==> config.mk <==
export PLATFORM = sky130hd
export DESIGN_NAME = rdc_init_seq
export DESIGN_NICKNAME = d
export VERILOG_FILES = /design/src/hdl/rdc_init_pkg.sv /design/src/hdl/rdc_init_seq.sv
export SDC_FILE = /design/constraint.sdc
export NUM_CORES = 1
export LEC_CHECK = 0
export BUFFER_PORTS_ARGS = -buffer_cell sky130_fd_sc_hd__buf_4
export CELL_PAD_IN_SITES_DETAIL_PLACEMENT = 1
export CELL_PAD_IN_SITES_GLOBAL_PLACEMENT = 1
export CORE_MARGIN = 2
export CORE_UTILIZATION = 44
export CTS_CLUSTER_DIAMETER = 60
export DETAILED_ROUTE_END_ITERATION = 6
export PLACE_DENSITY_LB_ADDON = 0.12
export SETUP_SLACK_MARGIN = 0.5
export SLEW_MARGIN = 5
export SYNTH_ARGS = -nofsm -noshare
export SYNTH_HDL_FRONTEND = slang
export SYNTH_SLANG_ARGS = --single-unit
==> constraint.sdc <==
create_clock -name sys_clk -period 8.6 [get_ports sys_clk]
set_input_delay 1.29 -clock sys_clk [delete_from_list [all_inputs] [get_ports sys_clk]]
set_output_delay 1.29 -clock sys_clk [all_outputs]
set_load 0.005 [all_outputs]
==> src/hdl/rdc_init_pkg.sv <==
// Shared constants and types for the resolver converter start-up sequencer.
// Assumes the converter takes register accesses over a four-phase req/ack handshake.
package rdc_init_pkg;

  // ----------------------------------------------------------------------
  // Clock and documented wait times
  // ----------------------------------------------------------------------
  localparam int unsigned CLK_HZ          = 25_000_000;
  localparam int unsigned INIT_WAIT_US    = 900;
  localparam int unsigned ADCCAL_WAIT_US  = 210;
  localparam int unsigned TABLE_WAIT_MS   = 20;
  localparam int unsigned INTEG_WAIT_MS   = 5;
  localparam int unsigned ERRDET_WAIT_MS  = 26;

  // Least times: round up to whole cycles
  function automatic int unsigned us_to_cyc(input int unsigned hz, input int unsigned us);
    longint unsigned c;
    c = (longint'(hz) * us + 64'd999_999) / 64'd1_000_000;
    return (c < 1) ? 1 : int'(c);
  endfunction

  localparam int unsigned INIT_WAIT_CYC   = us_to_cyc(CLK_HZ, INIT_WAIT_US);
  localparam int unsigned ADCCAL_WAIT_CYC = us_to_cyc(CLK_HZ, ADCCAL_WAIT_US);
  localparam int unsigned TABLE_WAIT_CYC  = us_to_cyc(CLK_HZ, TABLE_WAIT_MS * 1000);
  localparam int unsigned INTEG_WAIT_CYC  = us_to_cyc(CLK_HZ, INTEG_WAIT_MS * 1000);
  localparam int unsigned ERRDET_WAIT_CYC = us_to_cyc(CLK_HZ, ERRDET_WAIT_MS * 1000);

  // ----------------------------------------------------------------------
  // Converter register word addresses
  // ----------------------------------------------------------------------
  localparam logic [7:0] EXCITATION_SELECT_REG = 8'h00;
  localparam logic [7:0] LOOP_GAIN_REG_A       = 8'h01;
  localparam logic [7:0] LOOP_GAIN_REG_B       = 8'h02;
  localparam logic [7:0] ERROR_CONFIG_REG_A    = 8'h03;
  localparam logic [7:0] ERROR_CONFIG_REG_B    = 8'h04;
  localparam logic [7:0] DIGITAL_CALC_REG      = 8'h05;
  localparam logic [7:0] MONITOR_GAIN_CTRL_REG = 8'h06;
  localparam logic [7:0] ANALOG_RUN_CTRL_REG   = 8'h07;
  localparam logic [7:0] ADC_CAL_SETTING_REG   = 8'h08;
  localparam logic [7:0] ADC_CAL_CTRL_REG      = 8'h09;
  localparam logic [7:0] TABLE_CORRECTION_REG  = 8'h0A;

  // ----------------------------------------------------------------------
  // Configuration words
  // ----------------------------------------------------------------------
  localparam logic [31:0] EXCITATION_10K_VAL = 32'h0B0F0410;
  localparam logic [31:0] LOOP_GAIN_A_VAL    = 32'h00020017;
  localparam logic [31:0] LOOP_GAIN_B_VAL    = 32'h00011B01;
  localparam logic [31:0] ERROR_CFG_A_VAL    = 32'h021A2933;
  localparam logic [31:0] ERROR_CFG_B_VAL    = 32'hB0000000;
  localparam logic [31:0] DIGITAL_CALC_VAL   = 32'h00020024;
  localparam logic [31:0] ZERO_VAL           = 32'h00000000;

  // ----------------------------------------------------------------------
  // Control bit positions
  // ----------------------------------------------------------------------
  localparam int unsigned MONITOR_OUT_EN_BIT          = 0;
  localparam int unsigned AMP_UNITY_GAIN_BIT          = 1;
  localparam int unsigned ANALOG_STOP_BIT             = 0;
  localparam int unsigned INIT_REQUEST_BIT            = 0;
  localparam int unsigned INTEGRATOR_RESET_BIT        = 1;
  localparam int unsigned ERROR_DETECT_ENABLE_BIT     = 2;
  localparam int unsigned ERROR_STATUS_RESET_BIT      = 3;
  localparam int unsigned AMP_INVERT_BIT              = 8;
  localparam int unsigned ADC_CAL_START_BIT           = 0;
  localparam int unsigned TABLE_CORRECTION_ENABLE_BIT = 0;
  localparam int unsigned TABLE_CORRECTION_START_BIT  = 1;

  localparam logic [4:0] LAST_STEP = 5'h17;

  // ----------------------------------------------------------------------
  // Types
  // ----------------------------------------------------------------------
  typedef enum logic [1:0] {
    OP_WRITE = 2'b00,
    OP_POLL  = 2'b01,
    OP_WAIT  = 2'b10
  } op_e;

  typedef enum logic [2:0] {
    W_INIT   = 3'b000,
    W_ADCCAL = 3'b001,
    W_TABLE  = 3'b010,
    W_INTEG  = 3'b011,
    W_ERRDET = 3'b100
  } wait_sel_e;

  typedef struct packed {
    logic        we;
    logic [7:0]  addr;
    logic [31:0] wdata;
  } dev_cmd_s;

  typedef struct packed {
    op_e         op;
    wait_sel_e   wsel;
    logic [7:0]  addr;
    logic [31:0] data;
  } step_s;

endpackage

==> src/hdl/rdc_init_seq.sv <==
// Host-side sequencer that brings the resolver converter out of reset.
// Assumes the converter answers each access with a four-phase req/ack handshake
// and holds its read data stable while ack is high.
//
// Contract
// RL1: First write excitation select for 10 kHz.
// RL2: Program loop gains: automatic adjust, 12-bit.
// RL3: Load both error configuration words next.
// RL4: Write digital calc word, enable monitor output.
// RL5: Clear analog stop before requesting initialization.
// RL6: Set init request, then wait 900 us.
// RL7: Poll init request until converter clears it.
// RL8: Zero calibration setting, start calibration, 210 us.
// RL9: Enable table correction, start it, wait 20 ms.
// RL10: Unity gain, integrator reset, wait 5 ms.
// RL11: Then set amplifier inversion.
// RL12: Error detect on, wait 26 ms, reset status.
// RL13: Waits counted in clock cycles, then advance.
`timescale 1ns/100ps
`default_nettype none

module rdc_init_seq #(
  parameter int unsigned INIT_WAIT_CYC   = rdc_init_pkg::INIT_WAIT_CYC,
  parameter int unsigned ADCCAL_WAIT_CYC = rdc_init_pkg::ADCCAL_WAIT_CYC,
  parameter int unsigned TABLE_WAIT_CYC  = rdc_init_pkg::TABLE_WAIT_CYC,
  parameter int unsigned INTEG_WAIT_CYC  = rdc_init_pkg::INTEG_WAIT_CYC,
  parameter int unsigned ERRDET_WAIT_CYC = rdc_init_pkg::ERRDET_WAIT_CYC
) (
  input  wire logic                   sys_clk,
  input  wire logic                   rst,
  input  wire logic                   start,
  output var  logic                   busy_q,
  output var  logic                   done_q,
  output var  logic [4:0]             step_q,
  output var  logic                   dev_req_q,
  output var  rdc_init_pkg::dev_cmd_s dev_cmd_q,
  input  wire logic                   dev_ack,
  input  wire logic [31:0]            dev_rdata
);

  // ----------------------------------------------------------------------
  // Elaboration checks
  // ----------------------------------------------------------------------
  if (INIT_WAIT_CYC < 1 || ADCCAL_WAIT_CYC < 1 || TABLE_WAIT_CYC < 1 ||
      INTEG_WAIT_CYC < 1 || ERRDET_WAIT_CYC < 1) begin : g_bad_wait
    $error("rdc_init_seq: every wait count must be at least one cycle");
  end

  // ----------------------------------------------------------------------
  // Step table
  // ----------------------------------------------------------------------
  // Request bits are ORed into the register's other set bits; the converter clears them itself
  function automatic rdc_init_pkg::step_s mk(input rdc_init_pkg::op_e op,
                                             input logic [7:0] addr,
                                             input logic [31:0] data,
                                             input rdc_init_pkg::wait_sel_e wsel);
    rdc_init_pkg::step_s s;
    s.op   = op;
    s.addr = addr;
    s.data = data;
    s.wsel = wsel;
    return s;
  endfunction

  function automatic logic [31:0] bitw(input int unsigned pos);
    return 32'h00000001 << pos;
  endfunction

  function automatic rdc_init_pkg::step_s step_rom(input logic [4:0] idx);
    rdc_init_pkg::step_s s;
    logic [31:0] cfg_b;
    logic [31:0] mon;
    cfg_b = rdc_init_pkg::ERROR_CFG_B_VAL;
    mon   = bitw(rdc_init_pkg::MONITOR_OUT_EN_BIT);
    s = mk(rdc_init_pkg::OP_WAIT, 8'h00, rdc_init_pkg::ZERO_VAL, rdc_init_pkg::W_INIT);
    case (idx)
      5'h00: s = mk(rdc_init_pkg::OP_WRITE, rdc_init_pkg::EXCITATION_SELECT_REG,
                    rdc_init_pkg::EXCITATION_10K_VAL, rdc_init_pkg::W_INIT); // RL1
      5'h01: s = mk(rdc_init_pkg::OP_WRITE, rdc_init_pkg::LOOP_GAIN_REG_A,
                    rdc_init_pkg::LOOP_GAIN_A_VAL, rdc_init_pkg::W_INIT); // RL2
      5'h02: s = mk(rdc_init_pkg::OP_WRITE, rdc_init_pkg::LOOP_GAIN_REG_B,
                    rdc_init_pkg::LOOP_GAIN_B_VAL, rdc_init_pkg::W_INIT); // RL2
      5'h03: s = mk(rdc_init_pkg::OP_WRITE, rdc_init_pkg::ERROR_CONFIG_REG_A,
                    rdc_init_pkg::ERROR_CFG_A_VAL, rdc_init_pkg::W_INIT); // RL3
      5'h04: s = mk(rdc_init_pkg::OP_WRITE, rdc_init_pkg::ERROR_CONFIG_REG_B,
                    cfg_b, rdc_init_pkg::W_INIT); // RL3
      5'h05: s = mk(rdc_init_pkg::OP_WRITE, rdc_init_pkg::DIGITAL_CALC_REG,
                    rdc_init_pkg::DIGITAL_CALC_VAL, rdc_init_pkg::W_INIT); // RL4
      5'h06: s = mk(rdc_init_pkg::OP_WRITE, rdc_init_pkg::MONITOR_GAIN_CTRL_REG,
                    mon, rdc_init_pkg::W_INIT); // RL4
      // Analog stop bit written as zero: the whole word is zero
      5'h07: s = mk(rdc_init_pkg::OP_WRITE, rdc_init_pkg::ANALOG_RUN_CTRL_REG,
                    rdc_init_pkg::ZERO_VAL, rdc_init_pkg::W_INIT); // RL5
      5'h08: s = mk(rdc_init_pkg::OP_WRITE, rdc_init_pkg::ERROR_CONFIG_REG_B,
                    cfg_b | bitw(rdc_init_pkg::INIT_REQUEST_BIT), rdc_init_pkg::W_INIT); // RL6
      5'h09: s = mk(rdc_init_pkg::OP_WAIT, 8'h00, rdc_init_pkg::ZERO_VAL,
                    rdc_init_pkg::W_INIT); // RL6
      5'h0A: s = mk(rdc_init_pkg::OP_POLL, rdc_init_pkg::ERROR_CONFIG_REG_B,
                    rdc_init_pkg::ZERO_VAL, rdc_init_pkg::W_INIT); // RL7
      5'h0B: s = mk(rdc_init_pkg::OP_WRITE, rdc_init_pkg::ADC_CAL_SETTING_REG,
                    rdc_init_pkg::ZERO_VAL, rdc_init_pkg::W_INIT); // RL8
      5'h0C: s = mk(rdc_init_pkg::OP_WRITE, rdc_init_pkg::ADC_CAL_CTRL_REG,
                    bitw(rdc_init_pkg::ADC_CAL_START_BIT), rdc_init_pkg::W_INIT); // RL8
      5'h0D: s = mk(rdc_init_pkg::OP_WAIT, 8'h00, rdc_init_pkg::ZERO_VAL,
                    rdc_init_pkg::W_ADCCAL); // RL8
      5'h0E: s = mk(rdc_init_pkg::OP_WRITE, rdc_init_pkg::TABLE_CORRECTION_REG,
                    bitw(rdc_init_pkg::TABLE_CORRECTION_ENABLE_BIT),
                    rdc_init_pkg::W_INIT); // RL9
      5'h0F: s = mk(rdc_init_pkg::OP_WRITE, rdc_init_pkg::TABLE_CORRECTION_REG,
                    bitw(rdc_init_pkg::TABLE_CORRECTION_ENABLE_BIT) |
                    bitw(rdc_init_pkg::TABLE_CORRECTION_START_BIT),
                    rdc_init_pkg::W_INIT); // RL9
      5'h10: s = mk(rdc_init_pkg::OP_WAIT, 8'h00, rdc_init_pkg::ZERO_VAL,
                    rdc_init_pkg::W_TABLE); // RL9
      5'h11: s = mk(rdc_init_pkg::OP_WRITE, rdc_init_pkg::MONITOR_GAIN_CTRL_REG,
                    mon | bitw(rdc_init_pkg::AMP_UNITY_GAIN_BIT), rdc_init_pkg::W_INIT); // RL10
      5'h12: s = mk(rdc_init_pkg::OP_WRITE, rdc_init_pkg::ERROR_CONFIG_REG_B,
                    cfg_b | bitw(rdc_init_pkg::INTEGRATOR_RESET_BIT),
                    rdc_init_pkg::W_INIT); // RL10
      5'h13: s = mk(rdc_init_pkg::OP_WAIT, 8'h00, rdc_init_pkg::ZERO_VAL,
                    rdc_init_pkg::W_INTEG); // RL10
      5'h14: s = mk(rdc_init_pkg::OP_WRITE, rdc_init_pkg::DIGITAL_CALC_REG,
                    rdc_init_pkg::DIGITAL_CALC_VAL | bitw(rdc_init_pkg::AMP_INVERT_BIT),
                    rdc_init_pkg::W_INIT); // RL11
      5'h15: s = mk(rdc_init_pkg::OP_WRITE, rdc_init_pkg::ERROR_CONFIG_REG_B,
                    cfg_b | bitw(rdc_init_pkg::ERROR_DETECT_ENABLE_BIT),
                    rdc_init_pkg::W_INIT); // RL12
      5'h16: s = mk(rdc_init_pkg::OP_WAIT, 8'h00, rdc_init_pkg::ZERO_VAL,
                    rdc_init_pkg::W_ERRDET); // RL12
      5'h17: s = mk(rdc_init_pkg::OP_WRITE, rdc_init_pkg::ERROR_CONFIG_REG_B,
                    cfg_b | bitw(rdc_init_pkg::ERROR_DETECT_ENABLE_BIT) |
                    bitw(rdc_init_pkg::ERROR_STATUS_RESET_BIT), rdc_init_pkg::W_INIT); // RL12
      default: s = mk(rdc_init_pkg::OP_WAIT, 8'h00, rdc_init_pkg::ZERO_VAL,
                      rdc_init_pkg::W_INIT);
    endcase
    return s;
  endfunction

  // Wait length, in cycles, for each wait slot
  function automatic logic [31:0] wait_len(input rdc_init_pkg::wait_sel_e w);
    case (w)
      rdc_init_pkg::W_INIT:   return INIT_WAIT_CYC;
      rdc_init_pkg::W_ADCCAL: return ADCCAL_WAIT_CYC;
      rdc_init_pkg::W_TABLE:  return TABLE_WAIT_CYC;
      rdc_init_pkg::W_INTEG:  return INTEG_WAIT_CYC;
      rdc_init_pkg::W_ERRDET: return ERRDET_WAIT_CYC;
      default:                return 32'h00000001;
    endcase
  endfunction

  // ----------------------------------------------------------------------
  // Pin synchronisers
  // ----------------------------------------------------------------------
  // Data goes through the same two stages as ack, so it settles no later than ack
  logic        ack_m_q;
  logic        ack_s_q;
  logic [31:0] rdata_m_q;
  logic [31:0] rdata_s_q;

  always_ff @(posedge sys_clk) begin
    ack_m_q   <= dev_ack;
    ack_s_q   <= ack_m_q;
    rdata_m_q <= dev_rdata;
    rdata_s_q <= rdata_m_q;
  end

  // ----------------------------------------------------------------------
  // Sequencer
  // ----------------------------------------------------------------------
  typedef enum logic [2:0] {
    ST_IDLE  = 3'b000,
    ST_LOAD  = 3'b001,
    ST_REQ   = 3'b010,
    ST_REL   = 3'b011,
    ST_WAIT  = 3'b100
  } state_e;

  state_e              state_q;
  logic [31:0]         wait_cnt_q;
  logic                poll_busy_q;
  rdc_init_pkg::step_s cur;

  assign cur = step_rom(step_q);

  // Main control; a start while busy is ignored
  always_ff @(posedge sys_clk) begin
    if (rst) begin
      state_q     <= ST_IDLE;
      step_q      <= 5'h00;
      busy_q      <= 1'b0;
      done_q      <= 1'b0;
      dev_req_q   <= 1'b0;
      dev_cmd_q   <= '0;
      wait_cnt_q  <= 32'h00000000;
      poll_busy_q <= 1'b0;
    end else begin
      done_q <= 1'b0;
      case (state_q)
        ST_IDLE: begin
          if (start) begin
            busy_q  <= 1'b1;
            step_q  <= 5'h00;
            state_q <= ST_LOAD;
          end
        end
        ST_LOAD: begin
          if (cur.op == rdc_init_pkg::OP_WAIT) begin
            wait_cnt_q <= wait_len(cur.wsel); // RL13
            state_q    <= ST_WAIT;
          end else begin
            dev_cmd_q.we    <= (cur.op == rdc_init_pkg::OP_WRITE);
            dev_cmd_q.addr  <= cur.addr;
            dev_cmd_q.wdata <= cur.data;
            dev_req_q       <= 1'b1;
            state_q         <= ST_REQ;
          end
        end
        ST_REQ: begin
          if (ack_s_q) begin
            dev_req_q   <= 1'b0;
            poll_busy_q <= rdata_s_q[rdc_init_pkg::INIT_REQUEST_BIT];
            state_q     <= ST_REL;
          end
        end
        ST_REL: begin
          if (!ack_s_q) begin
            if (cur.op == rdc_init_pkg::OP_POLL && poll_busy_q) begin
              state_q <= ST_LOAD; // RL7
            end else if (step_q == rdc_init_pkg::LAST_STEP) begin
              busy_q  <= 1'b0;
              done_q  <= 1'b1;
              state_q <= ST_IDLE;
            end else begin
              step_q  <= step_q + 5'h01;
              state_q <= ST_LOAD;
            end
          end
        end
        ST_WAIT: begin
          // Waits never end the sequence, so no last-step check here
          if (wait_cnt_q <= 32'h00000001) begin
            step_q  <= step_q + 5'h01; // RL13
            state_q <= ST_LOAD;
          end else begin
            wait_cnt_q <= wait_cnt_q - 32'h00000001; // RL13
          end
        end
        default: state_q <= ST_IDLE;
      endcase
    end
  end

endmodule // rdc_init_seq

`default_nettype wire

# ---- Yosys cells after proc, flatten, opt, wreduce, memory -nomap -nowiden
# Memory sizes are Yosys's and may differ from the RTL's. A register that Yosys moved wholly into a read port is not among the register bits.
# Index checks and enable logic that the tools add are counted.
# Widths: inputs -> output; s select.
dict set report word_totals {
  in_bits 36
  n_memories 1
  word_cells 86
  ff_bits 89
  rom_bits 1024
}
dict set report op_classes {
  n_bitwise 2
  n_eq_ne 21
  n_lt_le_gt_ge 1
  add_sub_neg 2
  n_reduce_logical 16
  mux 29
}
# memory words width rd rd_ports_with_merged_regs write_ports line_no
set memory_table {}
lappend memory_table {{(name not given)} 32 32 1 1 0 rdc_init_seq.sv:76} ;# case (idx)
# op n
set ops {}
lappend ops {{$pmux 20 s5} 1}
lappend ops {{$mux 32} 2}
lappend ops {{$pmux 32 s2} 1}
lappend ops {{$mux 5} 7}
lappend ops {{$le 32x1->1 const B} 1}
lappend ops {{$sub 32x1->32 const B} 1}
lappend ops {{$ne 2x2->1 const B} 10}
lappend ops {{$mux 3} 5}
lappend ops {{$pmux 3 s5} 1}
lappend ops {{$pmux 5 s3} 1}
lappend ops {{$eq 3x2->1 const B} 4}
lappend ops {{$mux 1} 9}
lappend ops {{$eq 3x1->1 const B} 2}
lappend ops {{$eq 3x3->1 const B} 2}
lappend ops {{$logic_not 3->1} 2}
lappend ops {{$reduce_and 3->1} 2}
lappend ops {{$reduce_and 6->1} 1}
lappend ops {{$reduce_bool 2->1} 3}
lappend ops {{$add 5x1->5 const B} 1}
lappend ops {{$eq 5x5->1 const B} 1}
lappend ops {{$reduce_and 5->1} 1}
lappend ops {{$pmux 1 s2} 2}
lappend ops {{$reduce_and 2->1} 2}
lappend ops {{$reduce_and 4->1} 1}
lappend ops {{7 further kinds} 8}

# ---- Longest topological paths before layout
# Gate-level depths: netlist of run 1.
dict set report logic_depth {
  ltp_word 7
  ltp_mapped 13
  mapped_depth_nobuf 12
}

# ---- Least setup slack after synthesis of run 1
# No wires, ideal clock.
dict set report synth_timing {
  path_type {input-to-reg}
  from {in start}
  to {reg, netlist name cur[34]}
  path_slack_ns 5.145
  t_required_ns 8.540
  arrival_ns 3.395
  n_path_buf 1
  cell_stages 12
  setup_time_ns 0.060
  cell_sequence {nand2b_1 -> nor3_1 -> or2_2 -> clkbuf_1 -> or4_4 -> nand2_4 -> inv_2 -> ha_1 -> inv_1 -> a21oi_1 -> o31ai_1 -> and3_1}
}
dict set report synth_between {
  elab_chain_cells 4
}
# item line_no
set synth_lines {}
lappend synth_lines {{start, declared} rdc_init_seq.sv:31} ;# input wire logic start,
lappend synth_lines {{$ne 2x2->1 (no line)} -}
lappend synth_lines {{$reduce_and 6->1 (no line)} -}
lappend synth_lines {{$mux 5 (no line) (2 in a row)} -}
# No other way between the ends.
# A chain may end at the register's enable or synchronous reset.

# ---- Final worst setup path of run 1
dict set report layout_timing {
  from {reg state_q[2]}
  to {reg, netlist name cur[34]}
}
dict set report layout_between {
  elab_chain_cells 5
  elab_cells_between_ends 13
  cone_classes {eq/ne: 7; mux: 3; reduce/logical: 3}
}
# item line_no
set layout_lines {}
lappend layout_lines {{start, declared} rdc_init_seq.sv:178} ;# state_e state_q;
lappend layout_lines {{start signal, assigned} rdc_init_seq.sv:188} ;# state_q <= ST_IDLE;
lappend layout_lines {{start signal, assigned} rdc_init_seq.sv:203} ;# state_q <= ST_LOAD;
lappend layout_lines {{start signal, assigned} rdc_init_seq.sv:209} ;# state_q <= ST_WAIT;
lappend layout_lines {{$eq 3x3->1 (tied with other cells)} rdc_init_seq.sv:198} ;# case (state_q)
lappend layout_lines {{$ne 2x2->1 (no line) or $reduce_bool 3->1 (tied branches)} -}
lappend layout_lines {{$reduce_and 6->1 (no line)} -}
lappend layout_lines {{$mux 5 (no line) * (2 in a row)} -}
# Every way passes the cells marked *; elsewhere a longest branch is shown, timed or not.

==> results.txt, run 1 <==
Sw Share -> 32.16%
Longest Clk Path Bufs -> 2
Slowest stage delay, CP -> 1010 ps
Ys Warns -> 0
# DRC -> 0
Largest net degree at the start of global routing -> 53
Hold Path Class -> reg -> reg
Leak -> 1.869 nW
Placed insts -> 688
Seq pwr share -> 51.3%
Final Cycle Share -> 45.51%
Initial antenna violation count -> 0
CP Launch Type -> flop
First-pass GRT wire length -> 19730 um
Post-synth EDFFs -> 0
Die height -> 104.7 um
Endpoints failing hold -> 0
WP buf/inv -> 0
Prevailing post-synth register cell -> dfxtp_1
Status -> finished, final reports clean
Seq/Total Area, Yosys -> 41.31%
Area delta synth->final -> 9.683%
Antenna cells -> 0
Worst-skew pair later-pin latency -> 360 ps
FFs w/ async S/R, synth -> 0%
Power Internal -> 0.6378 mW
Layout cell share with drive strength beyond 1 -> 13.49%
Die area -> 10950 um2
Grt total ovfl -> 0
Arrival time worst endpoint -> 4220 ps
Via count of the first global-routing pass -> 4067
Syn Inst Count -> 555
Initial Util -> 45.40%
Relative slew margins -> 24.52%
Slew @ Worst Pin -> 1122 ps
Vias -> 3928
CP max FO -> 31
Gr usage total -> 21.62%
Number of routed nets with antenna violations -> 0
VDD IR max -> 0.1039 mV
# port buffers -> 40
TNS Setup -> 0 ps
DP HPWL -> 8046 um
Die extent in x -> 104.7 um
Cell Count, Final, Fillers Out -> 704
FMAX -> 255.5 MHz
Syn Area/Cell -> 8.032 um2
Routed WL per cell -> 16.32 um
Core outline area -> 9819 um2
Kind of critical path -> reg -> reg
Pre-antenna DRT Iters -> 4
# rows -> 36
Slowest cell on crit path -> o21ai_0
Worst-path clk slew -> 110 ps
CTS buffer count -> 9
Clock Skews -> 14.72 ps
Synth Cell Area -> 4458 um2
RSZ-0062 raised after global routing -> no
CTS tree -> done
Cell family with most CP delay -> simple AND/OR/NAND/NOR gates
WP data required -> 8910 ps
Endpoints failing setup -> 0
Top-level port count -> 85
Clock Power Share -> 30.9%
Netlist cell types -> 66
Final Wtd Congestion -> 0.8546
Worst path cell trace -> nand2_1 > o21ai_0 > nor2_1 > mux2_2 > ha_1 > and3b_1 > o31ai_1 > and3_1
H-tree depth -> 3
Clock Tree Root -> clkbuf_8
Most frequent cells in the layout -> dfxtp_1, nand2_1, a21oi_1
Final net count -> 609
Logic gate share of total power -> 17.8%
DR iter-0 viols -> 136
Post-CTS Setup Bufs -> 0
Final Max Slew Viols -> 0
Num Clock Sinks -> 92
Wirelength, routed -> 11490 um
Hold buffer count at CTS -> 0
Most common cell after layout, fill and taps aside -> dfxtp_1
Psw -> 0.3024 mW
Final worst path period need -> 3914 ps
Number of vias per cell -> 5.580
PwrDens -> 192.3 nW/um2
Post-CTS Resized -> 0
Max Cap Violations -> 0
Worst Setup End Kind -> flop
Seq cells post-synth -> 92
==> through the flow <==
| step | total power [mW] | utilization, % | hold slack (ps) | area, um2 | setup WS, ps |
|---|---|---|---|---|---|
| 2_1_floorplan | 0.6060 | - | 309.6 | 4503 | 5145 |
| 3_3_place_gp | 0.6547 | 47.86 | 311.5 | 4700 | 4738 |
| 3_5_place_dp | 0.6616 | 47.86 | 313.5 | 4700 | 4635 |
| 4_1_cts | 0.9504 | 49.80 | 339.9 | 4890 | 4676 |
| 5_1_grt | 0.9894 | 49.80 | 357.1 | 4890 | 4265 |
| 6_report | 0.9402 | 49.80 | 338.8 | 4890 | 4686 |
==> layer usage <==
metal / track usage, % / wire, um / vias to the layer above
met5: 0 / 0 / -
met4: 5.048 / 88 / 0
met3: 2.433 / 246 / 10
met2: 38.75 / 5758 / 47
met1: 27.81 / 5397 / 1916
li1: - / - / 1955
==> synth_stat cells, types with 3 or more instances <==
master     n  area share (%)
dfxtp_1   92              41
nand2_1   73             6.1
a21oi_1   57             6.4
nor2_1    47             4.0
o21ai_0   37             4.2
clkbuf_1  29             2.4
nor3_1    26             2.9
buf_4     22             3.7
nand3_1   15             1.7
nor4_1    11             1.5
a211oi_1   9             1.5
inv_1      9            0.76
xor2_1     9             1.8
ha_1       7             2.0
or3_1      7            0.98
nand2b_1   6            0.84
nand4_1    5            0.70
o211ai_1   5            0.84
and2_1     4            0.56
and3_1     4            0.56
nor2b_1    4            0.56
or4_4      4             1.0
xnor2_1    4            0.79
mux2i_1    3            0.67
nand4b_1   3            0.59
nor3b_1    3            0.51
o21ai_1    3            0.34
o31ai_1    3            0.51
or2_2      3            0.42
or4_1      3            0.51
==> worst register-to-register path, cell delays in order (launching register included) <==
cell     delay [ps]
dfxtp_1         560
nand2_1         710
o21ai_0        1010
nor2_1          160
mux2_2          390
ha_1            390
and3b_1         210
o31ai_1         250
and3_1          210
==> flip-flops by register name, summed over array words and instances, names as in the netlist <==
name         count
wait_cnt_q      32
cur             24
dev_cmd_q       20
step_q           5
state_q          3
ack_m_q          1
ack_s_q          1
busy_q           1
dev_req_q        1
done_q           1
poll_busy_q      1
rdata_m_q        1
rdata_s_q        1
==> power groups by stage <==
stage	Sequential (mW)	Clock [mW]	Combinational (mW)
2_1_floorplan	0.481	0	0.125
5_1_grt	0.486	0.316	0.187
3_3_place_gp	0.490	0	0.164
4_1_cts	0.482	0.297	0.171
3_5_place_dp	0.492	0	0.170
6_report	0.482	0.291	0.167
==> worst paths after layout <==
path | startpoint | depth (start not counted) | endpoint | slack (ps)
max | state_q[2] | 8 | cur[34] | 4690
min | ack_m_q | 0 | ack_s_q | 340
max reg2reg | state_q[2] | 8 | cur[34] | 4690
min reg2reg | ack_m_q | 0 | ack_s_q | 340
==> kinds of logic (layout without fill, tap and decap cells) <==
family	count (synthesis)	in the layout	share of synthesized area, %
xor+xnor	13	13	2.554
buf+inv	65	69	7.521
fa+ha+maj	7	7	1.965
compound gates	147	147	20.40
flops	92	92	41.31
other cells	1	13	0.08412
simple gates	225	225	24.98
mux	5	5	1.179
==> area by class of cell <==
cell class	instances	area, um2
inverters	11	41.29
flip-flops and latches	92	1842
clock buffers	9	123.9
clock inverters	7	66.31
multi-input cells	410	2335
fillers	1254	4930
well taps	133	166.4
repair buffers	42	315.3
Note: power is estimated with default switching activity, not from simulation.
==> inputs of run 2 (changes only) <==
--- a/config.mk
+++ b/config.mk
@@ -9,7 +9,7 @@
 export CELL_PAD_IN_SITES_DETAIL_PLACEMENT = 1
 export CELL_PAD_IN_SITES_GLOBAL_PLACEMENT = 1
 export CORE_MARGIN = 2
-export CORE_UTILIZATION = 44
+export CORE_UTILIZATION = 37
 export CTS_CLUSTER_DIAMETER = 60
 export DETAILED_ROUTE_END_ITERATION = 6
 export PLACE_DENSITY_LB_ADDON = 0.12
==> constraint.sdc (replaced) <==
create_clock -name sys_clk -period 3.4 [get_ports sys_clk]
set_input_delay 0.51 -clock sys_clk [delete_from_list [all_inputs] [get_ports sys_clk]]
set_output_delay 0.51 -clock sys_clk [all_outputs]
set_load 0.005 [all_outputs]
==> run 2 against run 1 <==
Worst setup slack worse by 4500 ps. Clock skew down 2.3 ps. Flip-flop and latch count unchanged. Largest cell class unchanged. Die area up 18%. Sequential power up 150%. Critical path depth up 2. Via count up 8.9%. Clock power rose to 3.5 times the previous value. First-iteration DRC count up 37%. Cell area up 19%. Combinational power rose to 3.6 times the previous value. Non-clock buffer count up 60.
==> results.txt, run 2 (synthesis results as in run 1) <==
Status -> finished, final reports clean
WP data required -> 3650 ps (-5260 ps)
Register with the most flip-flops -> wait_cnt_q
DP HPWL -> 8937 um (+11%)
PnR Total Power -> 2.833 mW (+200%)
Wirelength, routed -> 14020 um (+22%)
Antenna cells -> 0 (unchanged)
CTS tree -> done
Arrival time worst endpoint -> 3470 ps (-750 ps)
CP Launch Type -> flop
Endpoints failing setup -> 0 (unchanged)
Most common cell after layout, fill and taps aside -> dfxtp_1
# DRC -> 0 (unchanged)
# port buffers -> 40 (unchanged)
Final Wtd Congestion -> 0.8499 (-0.55%)
Core outline area -> 11860 um2 (+21%)
R2R cell count -> 10 (+2)
Layout cell share with drive strength beyond 1 -> 28.64% (+15 points)
Worst R2R Start -> wait_cnt_q[11]
Hold Path Class -> in -> reg
Pre-antenna DRT Iters -> 4 (unchanged)
TNS Setup -> 0 ps (unchanged)
Worst Setup SP -> wait_cnt_q[11]
Final net count -> 670 (+10%)
Terminus of the critical flop-to-flop path -> cur[5]
Die area -> 12940 um2 (+18%)
Crit path capture -> cur[5]
# rows -> 40 (+11%)
H-tree depth -> 3 (unchanged)
Hold buffer count at CTS -> 0 (unchanged)
R2r setup slk -> 170 ps (-4510 ps)
Die height -> 113.8 um (+8.7%)
DR iter-0 viols -> 186 (+37%)
Endpoints failing hold -> 0 (unchanged)
Final worst path period need -> 3225 ps (-688.4 ps)
Kind of critical path -> reg -> reg
Initial antenna violation count -> 0 (unchanged)
Number of vias per cell -> 5.493 (-1.6%)
Worst Setup End Kind -> flop
Number of routed nets with antenna violations -> 0 (unchanged)
Vias -> 4279 (+8.9%)
Final Max Slew Viols -> 0 (unchanged)
Max reg flops -> 32 (unchanged)
Clock Tree Root -> clkbuf_16
CP max FO -> 7 (-77%)
CTS buffer count -> 9 (unchanged)
Final Cycle Share -> 94.86% (+49 points)
FMAX -> 310.1 MHz (+21%)
Relative slew margins -> 43.60% (+19 points)
Grt total ovfl -> 0 (unchanged)
Worst-skew pair later-pin latency -> 360 ps (about the same)
Slew @ Worst Pin -> 843.9 ps (-278.0 ps)
Worst-path clk slew -> 70 ps (-40 ps)
Largest net degree at the start of global routing -> 35 (-34%)
Via count of the first global-routing pass -> 4328 (+6.4%)
Leak -> 2.295 nW (+23%)
PwrDens -> 485.0 nW/um2 (+150%)
Area delta synth->final -> 31.04%
Num Clock Sinks -> 92 (unchanged)
Max Cap Violations -> 0 (unchanged)
First-pass GRT wire length -> 21740 um (+10%)
VDD IR max -> 0.2566 mV (+150%)
Die extent in x -> 113.8 um (+8.7%)
Most frequent cells in the layout -> dfxtp_1, buf_4, nand2_1
Gr usage total -> 21.20% (-0.42 points)
Routed WL per cell -> 17.99 um (+10%)
Initial Util -> 37.58% (-7.8 points)
Longest Clk Path Bufs -> 2 (unchanged)
RSZ-0062 raised after global routing -> yes
Clock Skews -> 12.39 ps (-2.323 ps)
Top-level port count -> 85 (unchanged)
==> run 2: cell types whose count changed in the layout (fill, tap and decap cells not counted), sizes merged <==
cell,change
buf,+60
clkinv,+2
clkinvlp,-2
o21ai,+1
==> run 2: final cells by class <==
class / instances / area (um2)
Fill cell: 1365 / 6020
Timing Repair Buffer: 102 / 818.3
Sequential cell: 92 / 1847
Tap cell: 147 / 183.9
Clock inverter: 7 / 73.82
Multi-Input combinational cell: 411 / 2643
Clock buffer: 9 / 225.2
Inverter: 11 / 51.30
==> run 2: through the flow <==
step	utilization, %	worst slack (ps)	instances	hold WS [ps]	area, um2
after floorplan	-	144.5	567	309.6	4559
after detailed placement	42.46	19.23	737	313.2	5036
final	49.25	174.8	779	251.0	5842
after CTS	46.90	238.2	764	242.8	5563
after global placement	42.46	60.50	737	309.7	5036
after global routing	49.25	100.8	779	247.8	5842
==> run 2: repair_timing <==
action                     CTS  global route
cloned                       0             1
setup endpoints to repair   32            30
resized for setup           35            43
buffers inserted            11            14
hold endpoints to repair     0             0
pin swaps                   19            18
==> run 2: report_power, final <==
part           internal, mW  total [mW]  switching (mW)
registers              1.15        1.20          0.0491
logic                 0.264       0.599           0.335
clock network         0.522        1.03           0.508
==> run 2: how the worst min path moves through the flow <==
stage	start	endpoint	slack [ps]	depth (start not counted)
5_1_grt	dev_rdata[0]	rdata_m_q[0]	250	1
3_3_place_gp	ack_m_q	ack_s_q	310	0
2_1_floorplan	ack_m_q	ack_s_q	310	0
6_report	dev_ack	ack_m_q	250	1
3_5_place_dp	ack_m_q	ack_s_q	310	0
4_1_cts	dev_ack	ack_m_q	240	1
==> run 2: metal layers <==
layer,track usage (%),up-vias,routed length [um]
li1,-,2098,-
met1,25.92,2107,6201
met2,37.25,54,7211
met3,3.135,20,319
met4,8.943,0,284
met5,0,-,0
==> run 2: critical path, stage by stage, from the launching register on <==
cell and delay (ps):
dfxtp_4 340, or4_4 540, or4_4 530, o31a_1 360
buf_4 180, buf_6 120, o311ai_4 310, and2_4 280
buf_8 160, mux2i_1 200, o21ai_1 90
==> inputs of run 3 (changes only) <==
--- a/config.mk
+++ b/config.mk
@@ -9,9 +9,11 @@
 export CELL_PAD_IN_SITES_DETAIL_PLACEMENT = 1
 export CELL_PAD_IN_SITES_GLOBAL_PLACEMENT = 1
 export CORE_MARGIN = 2
-export CORE_UTILIZATION = 37
+export CORE_UTILIZATION = 38
+export CTS_BUF_LIST = sky130_fd_sc_hd__clkbuf_4
 export CTS_CLUSTER_DIAMETER = 60
 export DETAILED_ROUTE_END_ITERATION = 6
+export GPL_TIMING_DRIVEN = 1
 export PLACE_DENSITY_LB_ADDON = 0.12
 export SETUP_SLACK_MARGIN = 0.5
 export SLEW_MARGIN = 5
==> run 3 against run 2 <==
Via count grew 1.2%. Routed wire length down 2.3%. Cell count is 0.64% lower. Utilization is 0.19 points higher. Worst setup slack improved by 11 ps. Die area shrank 2.5%. Sequential share of layout area increased by 1.1 points. Flip-flop and latch count is the same. Critical endpoint is now cur[1].
==> results.txt, run 3 (synthesis results as in run 1) <==
Max Cap Violations -> 0 (unchanged)
Final worst path period need -> 3214 ps (-11.39 ps)
R2R cell count -> 9 (-1)
Worst-path clk slew -> 170 ps (+100 ps)
Largest net degree at the start of global routing -> 35 (unchanged)
Routed WL per cell -> 17.70 um (-1.6%)
Pre-antenna DRT Iters -> 4 (unchanged)
Final net count -> 669 (-0.15%)
Number of routed nets with antenna violations -> 0 (unchanged)
Register with the most flip-flops -> wait_cnt_q
Endpoints failing hold -> 0 (unchanged)
Arrival time worst endpoint -> 3590 ps (+120 ps)
PwrDens -> 434.1 nW/um2 (-10%)
TNS Setup -> 0 ps (unchanged)
Final Cycle Share -> 94.52% (-0.34 points)
Gr usage total -> 20.94% (-0.26 points)
Worst path cell trace -> or4_4 > or4_4 > o31a_1 > or4_4 > nand2_4 > ha_4 > buf_6 > a221oi_2 > nor2_1
Slowest stage delay, CP -> 540 ps (about the same)
Num Clock Sinks -> 92 (unchanged)
Clock Skews -> 15.95 ps (+3.559 ps)
CTS tree -> done
# DRC -> 0 (unchanged)
Max reg flops -> 32 (unchanged)
WP data required -> 3780 ps (+130 ps)
Worst Hold End -> ack_m_q
Hold buffer count at CTS -> 0 (unchanged)
Top-level port count -> 85 (unchanged)
Die area -> 12610 um2 (-2.5%)
DR iter-0 viols -> 202 (+8.6%)
Grt total ovfl -> 0 (unchanged)
Hold Path Class -> in -> reg
Worst Setup End Kind -> flop
CP max FO -> 4 (-3)
Number of vias per cell -> 5.597 (+1.9%)
Worst hold start -> dev_ack
Final Max Slew Viols -> 0 (unchanged)
Worst R2R Start -> wait_cnt_q[11]
Wirelength, routed -> 13700 um (-2.3%)
Setup ws final -> 186.2 ps (+11.39 ps)
Initial Util -> 39.04% (+1.5 points)
CTS buffer count -> 9 (unchanged)
Wire length on met2 -> 7111 um (-1.4%)
Longest Clk Path Bufs -> 2 (unchanged)
FMAX -> 311.2 MHz (+0.35%)
CP most frequent cell -> or4_4
H-tree depth -> 3 (unchanged)
Via count of the first global-routing pass -> 4350 (+0.51%)
First-pass GRT wire length -> 21530 um (-0.95%)
Worst-skew pair later-pin latency -> 480 ps (+120 ps)
DR WL met3 -> 437 um (+37%)
Layout cell share with drive strength beyond 1 -> 29.00% (+0.36 points)
RSZ-0062 raised after global routing -> yes
Endpoints failing setup -> 0 (unchanged)
Hold Path Stages -> 1 (unchanged)
Die extent in x -> 112.3 um (-1.3%)
Area delta synth->final -> 26.63%
Clock Tree Root -> clkbuf_4
Most frequent cells in the layout -> dfxtp_1, buf_4, nand2_1
# port buffers -> 40 (unchanged)
Die height -> 112.3 um (-1.3%)
DP HPWL -> 8934 um (about the same)
Antenna cells -> 0 (unchanged)
Kind of critical path -> reg -> reg
Terminus of the critical flop-to-flop path -> cur[1]
Slew @ Worst Pin -> 859.1 ps (+15.17 ps)
# rows -> 39 (-2.5%)
Initial antenna violation count -> 0 (unchanged)
VDD IR max -> 0.2484 mV (-3.2%)
Vias -> 4332 (+1.2%)
Core outline area -> 11420 um2 (-3.7%)
DRT met1 WL -> 6017 um (-3.0%)
Relative slew margins -> 42.59% (-1.0 points)
Slowest cell on crit path -> or4_4
Final Wtd Congestion -> 0.8815 (+3.7%)
Pre-CTS WS -> 49.61 ps (+30.38 ps)
CP Launch Type -> flop
Highest metal used -> met4
R2r setup slk -> 190 ps (about the same)
Status -> finished, final reports clean
Leak -> 2.207 nW (-3.8%)
==> run 3: what timing repair did <==
| action | 4_1_cts | 5_1_grt |
|---|---|---|
| buffers inserted | 10 | 19 |
| setup endpoints to repair | 32 | 26 |
| resized for setup | 29 | 44 |
| pin swaps | 19 | 15 |
| hold endpoints to repair | 0 | 0 |
==> run 3: stage by stage <==
| stage | power (mW) | cells | hold WS, ps | util, % | instance area (um2) |
|---|---|---|---|---|---|
| floorplan | 1.547 | 567 | 309.6 | - | 4559 |
| global placement | 1.734 | 729 | 311.8 | 43.80 | 5001 |
| detailed placement | 1.744 | 729 | 320.0 | 43.80 | 5001 |
| CTS | 2.419 | 755 | 92.67 | 46.76 | 5339 |
| global route | 2.591 | 774 | 67.30 | 49.44 | 5645 |
| finish | 2.451 | 774 | 124.0 | 49.44 | 5645 |
==> run 3: how the worst max path moves through the flow <==
stage,cells after the start,slack [ps],start,to
2_1_floorplan,10,140,wait_cnt_q[5],cur[34]
3_3_place_gp,9,80,wait_cnt_q[7],cur[34]
3_5_place_dp,9,50,wait_cnt_q[7],cur[1]
4_1_cts,9,220,wait_cnt_q[13],cur[34]
5_1_grt,9,120,wait_cnt_q[11],cur[1]
6_report,9,190,wait_cnt_q[11],cur[1]
==> run 3: final cells by class <==
type | instances | area [um2]
Inverter | 11 | 50.05
Sequential cell | 92 | 1846
Clock inverter | 7 | 78.83
Tap cell | 143 | 178.9
Fill cell | 1399 | 5773
Multi-Input combinational cell | 410 | 2601
Clock buffer | 9 | 67.56
Timing Repair Buffer | 102 | 823.3
==> run 3: routing by layer <==
layer  global-route usage [%]  vias up
met5                        0        -
met4                    5.122        0
met3                    4.536       11
met2                    36.79       74
met1                    26.25     2165
li1                         -     2082
==> run 3: worst max-delay path, delay by kind of cell (launching register included) <==
| kind | cells | cell delay [ps] |
|---|---|---|
| adder cells (fa/ha/maj) | 1 | 210 |
| AND/OR/NAND/NOR | 5 | 1820 |
| buffers and inverters | 1 | 130 |
| AO/OA/AOI/OAI | 2 | 610 |
| flip-flops | 1 | 350 |
==> run 3: power breakdown <==
| part | internal, mW | total (mW) | switching [mW] |
|---|---|---|---|
| clock network | 0.177 | 0.633 | 0.456 |
| registers | 1.16 | 1.19 | 0.0361 |
| logic | 0.280 | 0.626 | 0.346 |
| total | 1.61 | 2.45 | 0.837 |
